--- config.mk ---
export PLATFORM = sky130hd
export DESIGN_NAME = fcd_top
export DESIGN_NICKNAME = d
export VERILOG_FILES = /design/src/rtl/fcd_pkg.sv /design/src/rtl/fcd_fifo.sv /design/src/rtl/fcd_mem.sv /design/src/rtl/fcd_top.sv
export SDC_FILE = /design/constraint.sdc
export NUM_CORES = 1
export LEC_CHECK = 0
export BUFFER_PORTS_ARGS = -buffer_cell sky130_fd_sc_hd__buf_4
export CAP_MARGIN = 20
export CORE_ASPECT_RATIO = 0.75
export CORE_MARGIN = 2
export CORE_UTILIZATION = 64
export DETAILED_ROUTE_END_ITERATION = 7
export HOLD_SLACK_MARGIN = 0.12
export PLACE_DENSITY_LB_ADDON = 0.3
export SLEW_MARGIN = 20
export SYNTH_ARGS = -nofsm -noshare
export SYNTH_HDL_FRONTEND = slang
export SYNTH_HIERARCHICAL = 1
export SYNTH_SLANG_ARGS = --single-unit
--- constraint.sdc ---
create_clock -name clk_i -period 4.85 [get_ports clk_i]
set_input_delay 0.485 -clock clk_i [delete_from_list [all_inputs] [get_ports clk_i]]
set_output_delay 0.485 -clock clk_i [all_outputs]
set_load 0.01 [all_outputs]
--- src/rtl/fcd_pkg.sv ---
// fcd_pkg: constants, field layout and types of the frame control decoder
// assumes: one 25 mhz master clock; all counts are in master-clock periods

package fcd_pkg;

  // =====================================================================
  // clock and word widths
  localparam int MCLK_HZ = 25_000_000;
  localparam int CNT_W = 10;
  localparam int PHASE_W = 8;
  localparam int WORD_W = 16;
  localparam int DAC_W = 14;
  localparam int FIFO_DEPTH = 8;

  // =====================================================================
  // frame timing in master-clock periods
  localparam logic [CNT_W-1:0] BASE_FRAME = 10'h200;
  localparam logic [CNT_W-1:0] SEC_POS = 10'h100;
  localparam logic [CNT_W-1:0] SYNC_CYC = 10'h004;
  localparam logic [1:0] DIV_SAMPLE = 2'h2;
  localparam logic [1:0] DIV_LAST = 2'h3;
  localparam logic [3:0] LAST_BIT = 4'hF;

  // =====================================================================
  // wishbone register map (byte addresses)
  localparam int WB_AW = 4;
  localparam logic [WB_AW-1:0] ADR_PHASE = 4'h0;
  localparam logic [WB_AW-1:0] ADR_CTRL = 4'h4;
  localparam logic [WB_AW-1:0] ADR_STATUS = 4'h8;
  localparam logic [WB_AW-1:0] ADR_SEC_WORD = 4'hC;

  // =====================================================================
  // reset values and field positions
  localparam logic [PHASE_W-1:0] PHASE_RST = 8'h00;
  localparam logic CTRL_EN_RST = 1'b0;
  localparam int CTRL_EN_BIT = 0;
  localparam int ST_PEND_DIR = 0;
  localparam int ST_PEND_SEC = 3;
  localparam int ST_APP_DIR = 4;
  localparam int ST_APP_SEC = 7;
  localparam int ST_EMPTY = 8;
  localparam int ST_FULL = 9;
  localparam int ST_CTRL_BITS = 10;
  localparam int ST_PINS = 12;

  // =====================================================================
  // phase command
  typedef enum logic [2:0] {
    DIR_NONE = 3'b001,
    DIR_LATER = 3'b010,
    DIR_EARLIER = 3'b100
  } fcd_dir_t;

endpackage

--- src/rtl/fcd_fifo.sv ---
// fcd_fifo: show-ahead fifo with valid/ready on both sides
// assumes: synchronous active-high reset; output word valid while out_valid_o

module fcd_fifo #(
  parameter int WIDTH = 16,
  parameter int DEPTH = 8
) (
  // clock and reset
  input wire logic clk_i,
  input wire logic rst_i,
  // fill side
  input wire logic [WIDTH-1:0] in_data_i,
  input wire logic in_valid_i,
  output logic in_ready_o,
  // drain side
  output logic [WIDTH-1:0] out_data_o,
  output logic out_valid_o,
  input wire logic out_ready_i,
  // state
  output logic empty_o,
  output logic full_o
);

  localparam int AW = $clog2(DEPTH);

  logic [AW-1:0] wr_ptr_reg;
  logic [AW-1:0] rd_ptr_reg;
  logic [AW-1:0] rd_ptr_next;
  logic [AW:0] count_reg;
  logic push;
  logic pop;

  function automatic logic [AW-1:0] ptr_inc(input logic [AW-1:0] p);
    return (p == AW'(DEPTH - 1)) ? '0 : AW'(p + 1'b1);
  endfunction

  assign full_o = (count_reg == (AW + 1)'(DEPTH));
  assign empty_o = (count_reg == '0);
  assign in_ready_o = !full_o;
  assign out_valid_o = !empty_o;
  assign push = in_valid_i && in_ready_o;
  assign pop = out_valid_o && out_ready_i;
  assign rd_ptr_next = pop ? ptr_inc(rd_ptr_reg) : rd_ptr_reg;

  always_ff @(posedge clk_i) begin
    if (rst_i) begin
      wr_ptr_reg <= '0;
      rd_ptr_reg <= '0;
    end else begin
      if (push) begin
        wr_ptr_reg <= ptr_inc(wr_ptr_reg);
      end
      rd_ptr_reg <= rd_ptr_next;
    end
  end

  always_ff @(posedge clk_i) begin
    if (rst_i) begin
      count_reg <= '0;
    end else if (push && !pop) begin
      count_reg <= count_reg + 1'b1;
    end else if (pop && !push) begin
      count_reg <= count_reg - 1'b1;
    end
  end

  fcd_mem #(
    .WIDTH(WIDTH),
    .DEPTH(DEPTH)
  ) u_mem (
    .clk_i(clk_i),
    .we_i(push),
    .wr_addr_i(wr_ptr_reg),
    .wr_data_i(in_data_i),
    .rd_addr_i(rd_ptr_next),
    .rd_data_o(out_data_o)
  );

endmodule

--- src/rtl/fcd_mem.sv ---
// fcd_mem: small dual-port word store with registered, write-first read
// assumes: single clock; one write and one read address per cycle

module fcd_mem #(
  parameter int WIDTH = 16,
  parameter int DEPTH = 8
) (
  // clock
  input wire logic clk_i,
  // write port
  input wire logic we_i,
  input wire logic [$clog2(DEPTH)-1:0] wr_addr_i,
  input wire logic [WIDTH-1:0] wr_data_i,
  // read port
  input wire logic [$clog2(DEPTH)-1:0] rd_addr_i,
  output logic [WIDTH-1:0] rd_data_o
);

  logic [WIDTH-1:0] mem [DEPTH];

  always_ff @(posedge clk_i) begin
    if (we_i) begin
      mem[wr_addr_i] <= wr_data_i;
    end
  end

  // bypass keeps a word written into an empty fifo visible next cycle
  always_ff @(posedge clk_i) begin
    if (we_i && (wr_addr_i == rd_addr_i)) begin
      rd_data_o <= wr_data_i;
    end else begin
      rd_data_o <= mem[rd_addr_i];
    end
  end

endmodule

--- src/rtl/fcd_top.sv ---
// fcd_top: frame-sync serial port with primary control decode and phase shift
// assumes: pins and serial input synchronous to clk_i; wishbone classic master

// Operation
// each frame moves 14 dac, 16 adc bits
// bits 01 delay next sample by phase
// negative phase on later moves frame earlier
// bits 10 advance next sample by phase
// negative phase on earlier moves frame later
// pins 11 or bits 11 add secondary word
// secondary sync half a period after primary
// bits 11 pins 01: secondary plus later
// bits 11 pins 10: secondary plus pin shift
// bits 00 pins 10 advance by phase
// unlisted bit and pin combinations are ignored; the code still delays on bits 00 pins 01
// decode sampled once per frame, applied next
module fcd_top (
  // clock and reset
  input wire logic clk_i,
  input wire logic rst_i,
  // wishbone slave
  input wire logic wb_cyc_i,
  input wire logic wb_stb_i,
  input wire logic wb_we_i,
  input wire logic [fcd_pkg::WB_AW-1:0] wb_adr_i,
  input wire logic [3:0] wb_sel_i,
  input wire logic [31:0] wb_dat_i,
  output logic [31:0] wb_dat_o,
  output logic wb_ack_o,
  // serial link
  output logic frame_sync_n_o,
  output logic dout_o,
  input wire logic din_i,
  input wire logic func_ctrl_pin_hi_i,
  input wire logic func_ctrl_pin_lo_i,
  // adc sample stream
  input wire logic [fcd_pkg::WORD_W-1:0] adc_data_i,
  input wire logic adc_valid_i,
  output logic adc_ready_o,
  // dac sample stream
  output logic [fcd_pkg::DAC_W-1:0] dac_data_o,
  output logic dac_valid_o
);
  import fcd_pkg::*;

  // =====================================================================
  // state
  logic en_reg, shift_act_reg, shift_sec_reg, pend_sec_reg, app_sec_reg;
  logic fs_n_reg, dout_reg, dac_valid_reg, wb_ack_reg;
  logic [PHASE_W-1:0] phase_reg;
  logic [WORD_W-1:0] sec_word_reg, rx_reg, tx_reg;
  logic [CNT_W-1:0] cnt_reg, frame_len_reg;
  logic [1:0] div_reg, last_bits_reg, last_pins_reg;
  logic [3:0] bits_reg;
  fcd_dir_t pend_dir_reg, app_dir_reg;
  logic [DAC_W-1:0] dac_data_reg;
  logic [31:0] wb_dat_reg;

  logic frame_end, fs_rise_pt, sync_win, start_prim, start_sec, word_done, prim_done;
  logic [1:0] pins;
  logic [WORD_W-1:0] fifo_data;
  logic fifo_valid, fifo_empty, fifo_full, wb_req;
  logic [31:0] status_word;

  // =====================================================================
  // decode of control bits and pins
  function automatic fcd_dir_t decode_dir(input logic [1:0] cb, input logic [1:0] pn);
    case ({cb, pn})
      4'h1, 4'h4, 4'h7, 4'hD: return DIR_LATER;
      4'h2, 4'h8, 4'hB, 4'hE: return DIR_EARLIER;
      default: return DIR_NONE;
    endcase
  endfunction

  function automatic logic decode_sec(input logic [1:0] cb, input logic [1:0] pn);
    return (cb == 2'h3) || (pn == 2'h3);
  endfunction

  // signed phase count added to or taken from the base frame
  function automatic logic [CNT_W-1:0] calc_len(input fcd_dir_t dir,
                                                input logic [PHASE_W-1:0] ph);
    logic signed [CNT_W:0] base;
    logic signed [CNT_W:0] adj;
    base = $signed({1'b0, BASE_FRAME});
    adj = $signed({{(CNT_W + 1 - PHASE_W){ph[PHASE_W-1]}}, ph});
    case (dir)
      DIR_LATER: return CNT_W'(base + adj);
      DIR_EARLIER: return CNT_W'(base - adj);
      default: return BASE_FRAME;
    endcase
  endfunction

  assign pins = {func_ctrl_pin_hi_i, func_ctrl_pin_lo_i};

  // =====================================================================
  // frame counter and sync windows
  assign frame_end = en_reg && (cnt_reg == CNT_W'(frame_len_reg - 1'b1));
  assign fs_rise_pt = en_reg && (cnt_reg == SYNC_CYC);
  assign start_prim = en_reg && (cnt_reg == CNT_W'(SYNC_CYC - 1'b1));
  assign start_sec = en_reg && app_sec_reg && (cnt_reg == CNT_W'(SEC_POS + SYNC_CYC - 1'b1));
  assign sync_win = en_reg && ((cnt_reg < SYNC_CYC) ||
                    (app_sec_reg && (cnt_reg >= SEC_POS) &&
                     (cnt_reg < CNT_W'(SEC_POS + SYNC_CYC))));
  assign word_done = shift_act_reg && (div_reg == DIV_LAST) && (bits_reg == LAST_BIT);
  assign prim_done = word_done && !shift_sec_reg;

  always_ff @(posedge clk_i) begin
    if (rst_i || !en_reg) begin
      cnt_reg <= '0;
    end else if (frame_end) begin
      cnt_reg <= '0;
    end else begin
      cnt_reg <= cnt_reg + 1'b1;
    end
  end

  // shift applies from the rising sync edge of the frame after the command
  always_ff @(posedge clk_i) begin
    if (rst_i) begin
      frame_len_reg <= BASE_FRAME;
    end else if (fs_rise_pt) begin
      frame_len_reg <= calc_len(app_dir_reg, phase_reg);  // see R2 see R3 see R4 see R5
    end
  end

  // =====================================================================
  // command capture and application
  always_ff @(posedge clk_i) begin
    if (rst_i) begin
      pend_dir_reg <= DIR_NONE;
      pend_sec_reg <= 1'b0;
      last_bits_reg <= 2'h0;
      last_pins_reg <= 2'h0;
    end else if (prim_done) begin
      pend_dir_reg <= decode_dir(rx_reg[1:0], pins);  // see R8 see R9 see R11
      pend_sec_reg <= decode_sec(rx_reg[1:0], pins);
      last_bits_reg <= rx_reg[1:0];
      last_pins_reg <= pins;
    end else if (frame_end) begin
      pend_dir_reg <= DIR_NONE;
      pend_sec_reg <= 1'b0;
    end
  end

  always_ff @(posedge clk_i) begin
    if (rst_i || !en_reg) begin
      app_dir_reg <= DIR_NONE;
      app_sec_reg <= 1'b0;
    end else if (frame_end) begin
      app_dir_reg <= pend_dir_reg;
      app_sec_reg <= pend_sec_reg;
    end
  end

  // =====================================================================
  // serial shift engine, four clocks per bit, msb first
  always_ff @(posedge clk_i) begin
    if (rst_i || !en_reg) begin
      shift_act_reg <= 1'b0;
      shift_sec_reg <= 1'b0;
      div_reg <= 2'h0;
      bits_reg <= 4'h0;
    end else if (start_prim || start_sec) begin
      shift_act_reg <= 1'b1;
      shift_sec_reg <= start_sec;
      div_reg <= 2'h0;
      bits_reg <= 4'h0;
    end else if (shift_act_reg) begin
      div_reg <= div_reg + 1'b1;
      if (div_reg == DIV_LAST) begin
        bits_reg <= bits_reg + 1'b1;
      end
      if (word_done) begin
        shift_act_reg <= 1'b0;
      end
    end
  end

  always_ff @(posedge clk_i) begin
    if (rst_i) begin
      tx_reg <= '0;
    end else if (start_prim) begin
      tx_reg <= fifo_valid ? fifo_data : '0;
    end else if (start_sec) begin
      tx_reg <= '0;
    end else if (shift_act_reg && (div_reg == DIV_LAST)) begin
      tx_reg <= {tx_reg[WORD_W-2:0], 1'b0};
    end
  end

  always_ff @(posedge clk_i) begin
    if (rst_i) begin
      rx_reg <= '0;
    end else if (shift_act_reg && (div_reg == DIV_SAMPLE)) begin
      rx_reg <= {rx_reg[WORD_W-2:0], din_i};
    end
  end

  always_ff @(posedge clk_i) begin
    if (rst_i) begin
      fs_n_reg <= 1'b1;
      dout_reg <= 1'b0;
    end else begin
      fs_n_reg <= !sync_win;
      dout_reg <= shift_act_reg && !shift_sec_reg && tx_reg[WORD_W-1];
    end
  end

  always_ff @(posedge clk_i) begin
    if (rst_i) begin
      dac_data_reg <= '0;
      dac_valid_reg <= 1'b0;
    end else begin
      dac_valid_reg <= prim_done;
      if (prim_done) begin
        dac_data_reg <= rx_reg[WORD_W-1:2];
      end
    end
  end

  always_ff @(posedge clk_i) begin
    if (rst_i) begin
      sec_word_reg <= '0;
    end else if (word_done && shift_sec_reg) begin
      sec_word_reg <= rx_reg;
    end
  end

  // =====================================================================
  // adc sample buffer, drained once per primary frame
  fcd_fifo #(
    .WIDTH(WORD_W),
    .DEPTH(FIFO_DEPTH)
  ) u_fifo (
    .clk_i(clk_i),
    .rst_i(rst_i),
    .in_data_i(adc_data_i),
    .in_valid_i(adc_valid_i),
    .in_ready_o(adc_ready_o),
    .out_data_o(fifo_data),
    .out_valid_o(fifo_valid),
    .out_ready_i(start_prim),
    .empty_o(fifo_empty),
    .full_o(fifo_full)
  );

  // =====================================================================
  // wishbone slave
  assign wb_req = wb_cyc_i && wb_stb_i && !wb_ack_reg;

  always_comb begin
    status_word = '0;
    status_word[ST_PEND_DIR +: 3] = pend_dir_reg;
    status_word[ST_PEND_SEC] = pend_sec_reg;
    status_word[ST_APP_DIR +: 3] = app_dir_reg;
    status_word[ST_APP_SEC] = app_sec_reg;
    status_word[ST_EMPTY] = fifo_empty;
    status_word[ST_FULL] = fifo_full;
    status_word[ST_CTRL_BITS +: 2] = last_bits_reg;
    status_word[ST_PINS +: 2] = last_pins_reg;
  end

  always_ff @(posedge clk_i) begin
    if (rst_i) begin
      wb_ack_reg <= 1'b0;
      wb_dat_reg <= '0;
    end else begin
      wb_ack_reg <= wb_req;
      if (wb_req && !wb_we_i) begin
        if (wb_adr_i == ADR_PHASE) begin
          wb_dat_reg <= {24'h000000, phase_reg};
        end else if (wb_adr_i == ADR_CTRL) begin
          wb_dat_reg <= {31'h00000000, en_reg};
        end else if (wb_adr_i == ADR_STATUS) begin
          wb_dat_reg <= status_word;
        end else if (wb_adr_i == ADR_SEC_WORD) begin
          wb_dat_reg <= {16'h0000, sec_word_reg};
        end else begin
          wb_dat_reg <= '0;
        end
      end
    end
  end

  always_ff @(posedge clk_i) begin
    if (rst_i) begin
      phase_reg <= PHASE_RST;
      en_reg <= CTRL_EN_RST;
    end else if (wb_req && wb_we_i && wb_sel_i[0]) begin
      if (wb_adr_i == ADR_PHASE) begin
        phase_reg <= wb_dat_i[PHASE_W-1:0];
      end else if (wb_adr_i == ADR_CTRL) begin
        en_reg <= wb_dat_i[CTRL_EN_BIT];
      end
    end
  end

  assign wb_ack_o = wb_ack_reg;
  assign wb_dat_o = wb_dat_reg;
  assign frame_sync_n_o = fs_n_reg;
  assign dout_o = dout_reg;
  assign dac_data_o = dac_data_reg;
  assign dac_valid_o = dac_valid_reg;

  // =====================================================================
  // checks
  logic [CNT_W:0] per_cnt_reg;

  always_ff @(posedge clk_i) begin
    if (rst_i || !en_reg || frame_end) begin
      per_cnt_reg <= '0;
    end else begin
      per_cnt_reg <= per_cnt_reg + 1'b1;
    end
  end
endmodule

==> results of run 1 <==
==> cells by family (layout without fill, tap and decap cells) <==
family,Yosys count,after routing,synth area share [%]
DFF,272,272,57.5
AOI/OAI and AO/OA,172,172,9.44
adders and majority gates,18,18,1.99
xor gates and xnor gates,27,27,2.02
muxes,80,80,11.6
other,1,16,0.0321
and+or+nand+nor,321,321,12.7
buffers and inverters,110,159,4.65
==> metal layers <==
layer / GRT usage [%] / vias up
met1: 36.8 / 3711
met5: 0 / -
li1: - / 3680
met2: 38.7 / 241
met4: 5.69 / 0
met3: 3.62 / 34
==> synth_stat cells, types with 2 or more instances <==
| cell type | instances |
|---|---|
| nand2_1 | 150 |
| dfxtp_1 | 144 |
| edfxtp_1 | 128 |
| a21oi_1 | 86 |
| nor2_1 | 66 |
| clkbuf_1 | 45 |
| o21ai_0 | 32 |
| inv_1 | 31 |
| mux4_1 | 28 |
| nor3_1 | 27 |
| mux2i_1 | 26 |
| xor2_1 | 19 |
| mux2_2 | 18 |
| nand3_1 | 18 |
| ha_1 | 17 |
| buf_4 | 16 |
| a221oi_1 | 10 |
| a22oi_1 | 10 |
| a221oi_2 | 9 |
| or3_1 | 8 |
| xnor2_1 | 8 |
| buf_6 | 6 |
| nand2b_1 | 6 |
| nand4_1 | 6 |
| a211oi_1 | 5 |
| and3_1 | 5 |
| buf_2 | 5 |
| mux4_2 | 5 |
| nor3b_1 | 5 |
| buf_1 | 4 |
| nor2b_1 | 4 |
| and2_1 | 3 |
| mux2_4 | 3 |
| nor4_1 | 3 |
| o211ai_1 | 3 |
| or3b_2 | 3 |
| a21o_1 | 2 |
| a41oi_1 | 2 |
| and2b_1 | 2 |
| clkbuf_2 | 2 |
| o31ai_1 | 2 |
| or2_2 | 2 |
| or4b_1 | 2 |
==> stage by stage <==
| step | cells | hold WS, ps | setup WS [ps] | util, % |
|---|---|---|---|---|
| after floorplan | 1016 | 414 | 2190 | - |
| after global placement | 1262 | 438 | 1880 | 69.0 |
| after detailed placement | 1262 | 441 | 1840 | 69.0 |
| after CTS | 1307 | 192 | 1810 | 73.8 |
| after global routing | 1307 | 197 | 1510 | 73.8 |
| final | 1307 | 204 | 1800 | 73.8 |
==> worst max-delay path, stage by stage, from the launching register on <==
cell and delay (ps):
dfxtp_1 470, ha_1 350, nor4b_2 500, nand2_4 150
ha_1 230, inv_1 130, ha_1 280, a21oi_1 200
a211oi_1 100, a31oi_1 180, mux2_2 340
==> power groups by stage <==
stage	combinational (uW)	sequential (uW)	clock, uW
after floorplan	185	2530	0
after global placement	259	2540	0
after detailed placement	267	2540	0
after CTS	270	2490	2030
after global routing	297	2490	2120
final	269	2490	2010
==> path summary, 6_finish.rpt <==
check	cells past startpoint	from	endpoint	slack, ps
min	1	adc_data_i[13]	u_fifo/u_mem/mem[4][13]	200
max	10	cnt_reg[0]	u_fifo/count_reg[3]	1800
max reg2reg	10	cnt_reg[0]	u_fifo/count_reg[3]	1800
min reg2reg	2	tx_reg[15]	dout_o	440
==> final cells by class <==
class / instances / area share, %
clock buffers: 37 / 5.80
well taps: 242 / 2.31
inverters: 31 / 0.887
repair buffers: 83 / 4.75
multi-input cells: 634 / 34.3
flip-flops and latches: 272 / 51.3
clock inverters: 8 / 0.696
==> layout by cell type, fill, tap and decap left out, types with 10 or more instances in the layout <==
cell type  count
dfxtp_1      144
nor3_1        25
nand3_1       18
mux2i_1       26
a21oi_1       86
conb_1        16
a22oi_1       10
o21ai_0       32
edfxtp_1     128
xor2_1        19
inv_1         31
nor2_1        65
clkbuf_16     25
mux4_1        28
nand2_1      150
a221oi_1      10
ha_1          17
buf_4         83
mux2_2        18
==> metrics, run 1 <==
Cell Pwr Density 364 nW/um^2; clk sink count 272; Max Buffers Root-to-Sink 3; Num CTS Buffers 25; ant diodes 0; Vias 7,666; worst hold path type in2reg; Root Driver clkbuf_16; fraction of registers with async set/reset 0%; Worst-Margin Slew 1020 ps; filler instances 1,216; initial core utilization 65.8%; largest area contributor in the netlist edfxtp_1; # DRC 0; NetSw 1010 uW; Setup crit start kind flip-flop; multi-input logic area 4490 um^2; postcts setup bufs 0; vias in the first global route 7,240; status finished, final reports clean; Sw Ratio 21.1%; max FFs per register 128; Die Width 160 um; Worst Clk Skew 8.81 ps; Slew headroom 31.9%; syn avg cell area 11.7 um^2; total track usage 24.6%; TNS Setup 0 ps; TritonRoute pass-1 iters 5; RePlAce Congestion 0.831; final hold vios 0; YS warnings 6; Post-synth EDFFs 128; Max-Cap Viols 0; Finish-stage setup viols 0; Distinct cells, synth 68; PortBufs 72; initial antenna violation count 0; fin crit share 62.9%; min Tclk post-route 3050 ps; H-tree level count 1; drt wl/cell 18.3 um; Die Area 19,400 um^2; cell count after synthesis 1,001; share of layout cells above drive strength 1 16.7%; Worst Path Max Fanout 8; Detailed Route WL 24.0 mm; LEAKAGE 0.00471 uW; register area 6730 um^2; top_reg_cell synth dfxtp_1; Design Power 4770 uW; Logic pwr share 5.6%; DR top layer met4; grt ovf 0; Max Clk Rate 328 MHz; CTS Hold Bufs 0; Synth Register Bits 272; register area share after synthesis 57.5%; first-pass GRT wire length 38.2 mm; Arr. time, crit path 3450 ps; Sequential Power Share 52.2%; die height 121 um; 1st-iter DRT viols 546; share of the synthesized area in the top cell type 32.9%; ANT nets after route 0; pin count of the biggest net entering global routing 66; Largest Register u_fifo/u_mem/mem; Int Power 3760 uW; Syn Std Cell Area 11,700 um^2; Top Ports 116; top cells by area, synth edfxtp_1 (33%), dfxtp_1 (25%), mux4_1 (6.3%); Clock power frac 42.2%; kind of critical path reg2reg; Core Area 17,800 um^2; Rows 42; M1 wire length 11.2 mm; Skew-Pair Late Insertion Delay 510 ps; routed wl met2 11.0 mm; element type at the critical path end flip-flop; TritonCTS clock tree yes; Final Instance Area 13,100 um^2; post-cts sizing count 0; clock-pin slew on the worst setup and hold paths 70 ps; Pins Over Slew Limit 0; Post-DP HPWL 14.9 mm; RSZ-0062 raised after global routing false; Post-DP Area 12,300 um^2; met3 routed WL 1.38 mm; Layout area overhead 12.2%; Nets 1,130; worst IR drop on VDD 0.238 mV; WP data required 5250 ps; Vias per Instance 5.87
Note: power is estimated with default switching activity, not from simulation.
==> run 2: changes to the inputs <==
Settings changed: CORE_UTILIZATION 64 to 53.
Clock period 4.85 ns to 2.5 ns, I/O delays scaled along.
==> metrics, run 2 (same netlist as run 1, synthesis figures left out) <==
Rows 47; Top Ports 116; Nets 1,208; worst IR drop on VDD 0.455 mV; Max Clk Rate 415 MHz; TritonCTS clock tree yes; total track usage 20.9%; PortBufs 72; Worst-Margin Slew 785 ps; register area 6730 um^2; worst hold path type in2reg; vias in the first global route 7,609; Worst Path Max Fanout 4; placed insts 1,345; clock-pin slew on the worst setup and hold paths 70 ps; fin crit share 96.5%; Cell Pwr Density 677 nW/um^2; die height 133 um; Layout area overhead 19.5%; Die Area 23,300 um^2; Die Width 175 um; multi-input logic area 4580 um^2; first-pass GRT wire length 39.2 mm; max FFs per register 128; ANT nets after route 0; 1st-iter DRT viols 698; TritonRoute pass-1 iters 5; kind of critical path reg2reg; Skew-Pair Late Insertion Delay 530 ps; clk sink count 272; most common cell after layout, fill and taps aside nand2_1; Post-DP HPWL 15.4 mm; Pins Over Slew Limit 0; final setup margin 87.9 ps; NetSw 2050 uW; drt wl/cell 16.9 um; element type at the critical path end flip-flop; grt ovf 0; LEAKAGE 0.00507 uW; Design Power 9450 uW; RSZ-0062 raised after global routing true; # DRC 0; WP data required 2900 ps; ant diodes 0; initial core utilization 53.4%; Layout Cells excl Fill 1,439; RePlAce Congestion 0.799; min Tclk post-route 2410 ps; Int Power 7400 uW; pin count of the biggest net entering global routing 65; Hold Slack 142 ps; filler instances 1,652; Core Area 21,900 um^2; status finished, final reports clean; Logic pwr share 7.3%; final hold vios 0; Detailed Route WL 24.4 mm; Largest Register u_fifo/u_mem/mem; share of layout cells above drive strength 1 20.3%; Slew headroom 47.6%; Worst Clk Skew 22.2 ps; Setup crit start kind flip-flop; Finish-stage setup viols 0; Post-Place Setup Slack 23.7 ps; H-tree level count 1; Clock power frac 41.7%; Sequential Power Share 51.0%; Vias 7,963; Vias per Instance 5.53; Max-Cap Viols 0; initial antenna violation count 0; Max Buffers Root-to-Sink 3; most frequent cells in the layout nand2_1 (149), dfxtp_1 (141), edfxtp_1 (128); Num CTS Buffers 27; Arr. time, crit path 2810 ps; Sw Ratio 21.7%; Root Driver clkbuf_16
## run 2: area by class of cell
| cell class | count | area share (%) |
|---|---|---|
| Sequential cell | 272 | 48.2 |
| Multi-Input combinational cell | 634 | 32.8 |
| Timing Repair Buffer | 159 | 9.36 |
| Clock buffer | 30 | 4.92 |
| Tap cell | 294 | 2.63 |
| Clock inverter | 19 | 1.32 |
| Inverter | 31 | 0.851 |
## run 2: timing repair
item | 4_1_cts | 5_1_grt
gates resized for setup | 7 | 10
pin swaps | 6 | 7
hold buffers | 34 | 0
endpoints found under the hold margin | 145 | 0
setup buffers | 7 | 4
endpoints found under the setup margin | 1 | 16
## run 2: path summary, 6_finish.rpt
kind	start	end	slack [ps]	cells past startpoint
setup reg to reg	u_fifo/count_reg[1]	u_fifo/count_reg[3]	90	10
hold / removal	rst_i	frame_len_reg[0]	140	2
setup / recovery	u_fifo/count_reg[1]	u_fifo/count_reg[3]	90	10
hold reg to reg	last_bits_reg[0]	last_bits_reg[0]	450	2
## run 2: worst max-delay path: stages (launching register included)
cell	delay, ps
dfxtp_1	330
or4b_4	530
nand2_2	90
inv_1	100
ha_4	190
inv_4	70
ha_4	220
a21oi_4	160
a211oi_2	70
a31oi_1	170
mux2_2	350
## run 2: per-stage QoR
| stage | cell area [um^2] | utilization [%] | TNS, ps |
|---|---|---|---|
| 6_report | 14000 | 63.9 | 0 |
| 3_5_place_dp | 12600 | 57.6 | 0 |
| 3_3_place_gp | 12600 | 57.6 | 0 |
| 2_1_floorplan | 11800 | - | 0 |
| 5_1_grt | 14000 | 63.9 | -33.4 |
| 4_1_cts | 13900 | 63.5 | 0 |
## run 2: layer usage
layer	track usage, %	vias to the layer above	part of all wire [%]
li1	-	3860	-
met1	31.0	3861	47
met2	32.3	210	46
met3	3.48	32	5.4
met4	4.96	0	1.7
met5	0	-	0
## run 2: power by group through the flow
stage / clock network [uW] / registers [uW] / logic [uW]
final: 3950 / 4820 / 690
after global routing: 4180 / 4830 / 755
after detailed placement: 0 / 4910 / 585
after global placement: 0 / 4910 / 578
after floorplan: 0 / 4910 / 383
after CTS: 4020 / 4820 / 639
==> run 3: changes to the inputs <==
--- a/config.mk
+++ b/config.mk
@@ -7,5 +7,5 @@
 export LEC_CHECK = 0
 export BUFFER_PORTS_ARGS = -buffer_cell sky130_fd_sc_hd__buf_4
-export CAP_MARGIN = 20
+export CAP_MARGIN = 15
 export CORE_ASPECT_RATIO = 0.75
 export CORE_MARGIN = 2
@@ -13,5 +13,5 @@
 export DETAILED_ROUTE_END_ITERATION = 7
 export HOLD_SLACK_MARGIN = 0.12
-export PLACE_DENSITY_LB_ADDON = 0.3
+export PLACE_DENSITY = 0.81
 export SLEW_MARGIN = 20
 export SYNTH_ARGS = -nofsm -noshare
==> constraint.sdc (replaced) <==
create_clock -name clk_i -period 2.5 [get_ports clk_i]
set_input_delay 0.375 -clock clk_i [delete_from_list [all_inputs] [get_ports clk_i]]
set_output_delay 0.375 -clock clk_i [all_outputs]
set_load 0.01 [all_outputs]
==> metrics, run 3 (same netlist as run 1, synthesis figures left out) <==
status finished, final reports clean; CP max-delay cell mux2_2; Slew headroom 31.1%; Nets 1,189; min Tclk post-route 2410 ps; Top Ports 116; Die Area 23,300 um^2; first-pass GRT wire length 41.3 mm; 1st-iter DRT viols 667; Max Clk Rate 414 MHz; Reg-to-Reg Start cnt_reg[9]; RePlAce Congestion 0.808; die height 133 um; worst hold path type in2reg; final hold vios 0; Min-Delay Endpoint last_pins_reg[0]; pin count of the biggest net entering global routing 100; drt wl/cell 18.1 um; clock-pin slew on the worst setup and hold paths 70 ps; family with the most delay on the worst path simple AND/OR/NAND/NOR gates; Die Width 175 um; CP bufs+invs 2; crit-path max cell delay 350 ps; PortBufs 72; most common cell after layout, fill and taps aside nand2_1; WP data required 2920 ps; Vias 8,103; Skew-Pair Late Insertion Delay 530 ps; flop2flop setup slack 90 ps; RSZ-0062 raised after global routing true; Worst-Margin Slew 1030 ps; Largest Register u_fifo/u_mem/mem; Finish-stage setup viols 0; H-tree level count 1; initial antenna violation count 1; Finished Core Util 63.1%; TritonCTS clock tree yes; initial core utilization 53.4%; Detailed Route WL 25.7 mm; CP Cell Sequence nor2_4 > nand4_4 > nor4b_4 > buf_4 > nand2_4 > ha_4 > inv_4 > ha_4 > a21oi_4 > a211oi_1 > a31oi_1 > mux2_2; ANT nets after route 0; max FFs per register 128; Pins Over Slew Limit 0; kind of critical path reg2reg; # DRC 0; Design Power 9430 uW; Worst Path Max Fanout 4; clk sink count 272; R2R depth 12; Cell Pwr Density 683 nW/um^2; total track usage 22.1%; Core Area 21,900 um^2; LEAKAGE 0.00501 uW; Post-DP HPWL 15.7 mm; element type at the critical path end flip-flop; Num CTS Buffers 26; Reg2Reg Capture Point u_fifo/count_reg[3]; Worst Hold Depth 3; fin crit share 96.6%; Setup crit start kind flip-flop; Max-Cap Viols 0; Arr. time, crit path 2830 ps; Layout area overhead 18.0%; TritonRoute pass-1 iters 5; Worst Clk Skew 8.60 ps; vias in the first global route 7,991; grt ovf 0; Vias per Instance 5.70; most frequent cells in the layout nand2_1 (149), dfxtp_1 (142), edfxtp_1 (128); Max Buffers Root-to-Sink 3; Root Driver clkbuf_16; hold path start func_ctrl_pin_lo_i; Critical Path Most Common Cell ha_4; worst IR drop on VDD 0.593 mV; share of layout cells above drive strength 1 19.6%; Rows 47
-- run 3: cell types whose count changed in the layout (fill, tap and decap cells not counted), moves of 2 or more --
cell           previous run  this run
dlygate4sd3_1            34        25
buf_4                   122       114
clkinv_2                  4         7
clkbuf_16                27        29
clkinvlp_4                2         0
-- run 3: timing repair --
action,4_1_cts,5_1_grt
resized for setup,3,10
cloned,0,0
hold buffers,25,0
setup buffers,3,0
endpoints found under the setup margin,1,7
pin swaps,4,4
endpoints found under the hold margin,137,0
-- run 3: worst max path at each step --
| stage | startpoint | endpoint | slack [ps] | depth (start not counted) |
|---|---|---|---|---|
| 2_1_floorplan | u_fifo/count_reg[0] | u_fifo/u_mem/mem[0][0] | 20 | 6 |
| 3_3_place_gp | cnt_reg[4] | u_fifo/count_reg[3] | 60 | 12 |
| 3_5_place_dp | cnt_reg[4] | u_fifo/count_reg[3] | -10 | 12 |
| 4_1_cts | cnt_reg[9] | u_fifo/count_reg[3] | 5 | 12 |
| 5_1_grt | cnt_reg[9] | u_fifo/count_reg[3] | -4 | 12 |
| 6_report | cnt_reg[9] | u_fifo/count_reg[3] | 90 | 12 |
-- run 3: report_power, final --
part / internal, uW / switching, uW
Sequential: 4780 / 42.2
Clock: 2300 / 1650
Combinational: 309 / 355
Total: 7380 / 2040
-- run 3: worst min-delay path, stage by stage --
cell and delay (ps):
buf_4 130, nand2_1 60, a21oi_1 50
-- run 3: per-layer routing --
metal,wire length (um),track usage [%],vias to the layer above
met5,0,0,-
met4,569,6.24,0
met3,1780,3.62,48
met2,12300,35.9,286
met1,11000,30.9,3956
li1,-,-,3813
-- run 3: through the flow --
stage / hold WS, ps / instance area (um^2) / TNS [ps] / instances / setup WS [ps]
after CTS: 123 / 13800 / 0 / 1420 / 5.32
after floorplan: 414 / 11800 / 0 / 1016 / 22.6
after detailed placement: 447 / 12600 / -9.98 / 1344 / -9.98
after global routing: 138 / 13800 / -3.95 / 1421 / -3.95
final: 139 / 13800 / 0 / 1421 / 85.5
after global placement: 441 / 12600 / 0 / 1344 / 62.5
-- run 3: cell type report --
cell class              count  area, um^2
flip-flops and latches    272        6730
inverters                  31         119
repair buffers            141        1150
clock buffers              32         737
fillers                  1554        8080
clock inverters            16         130
diodes                      1        2.50
multi-input cells         634        4570
well taps                 294         368
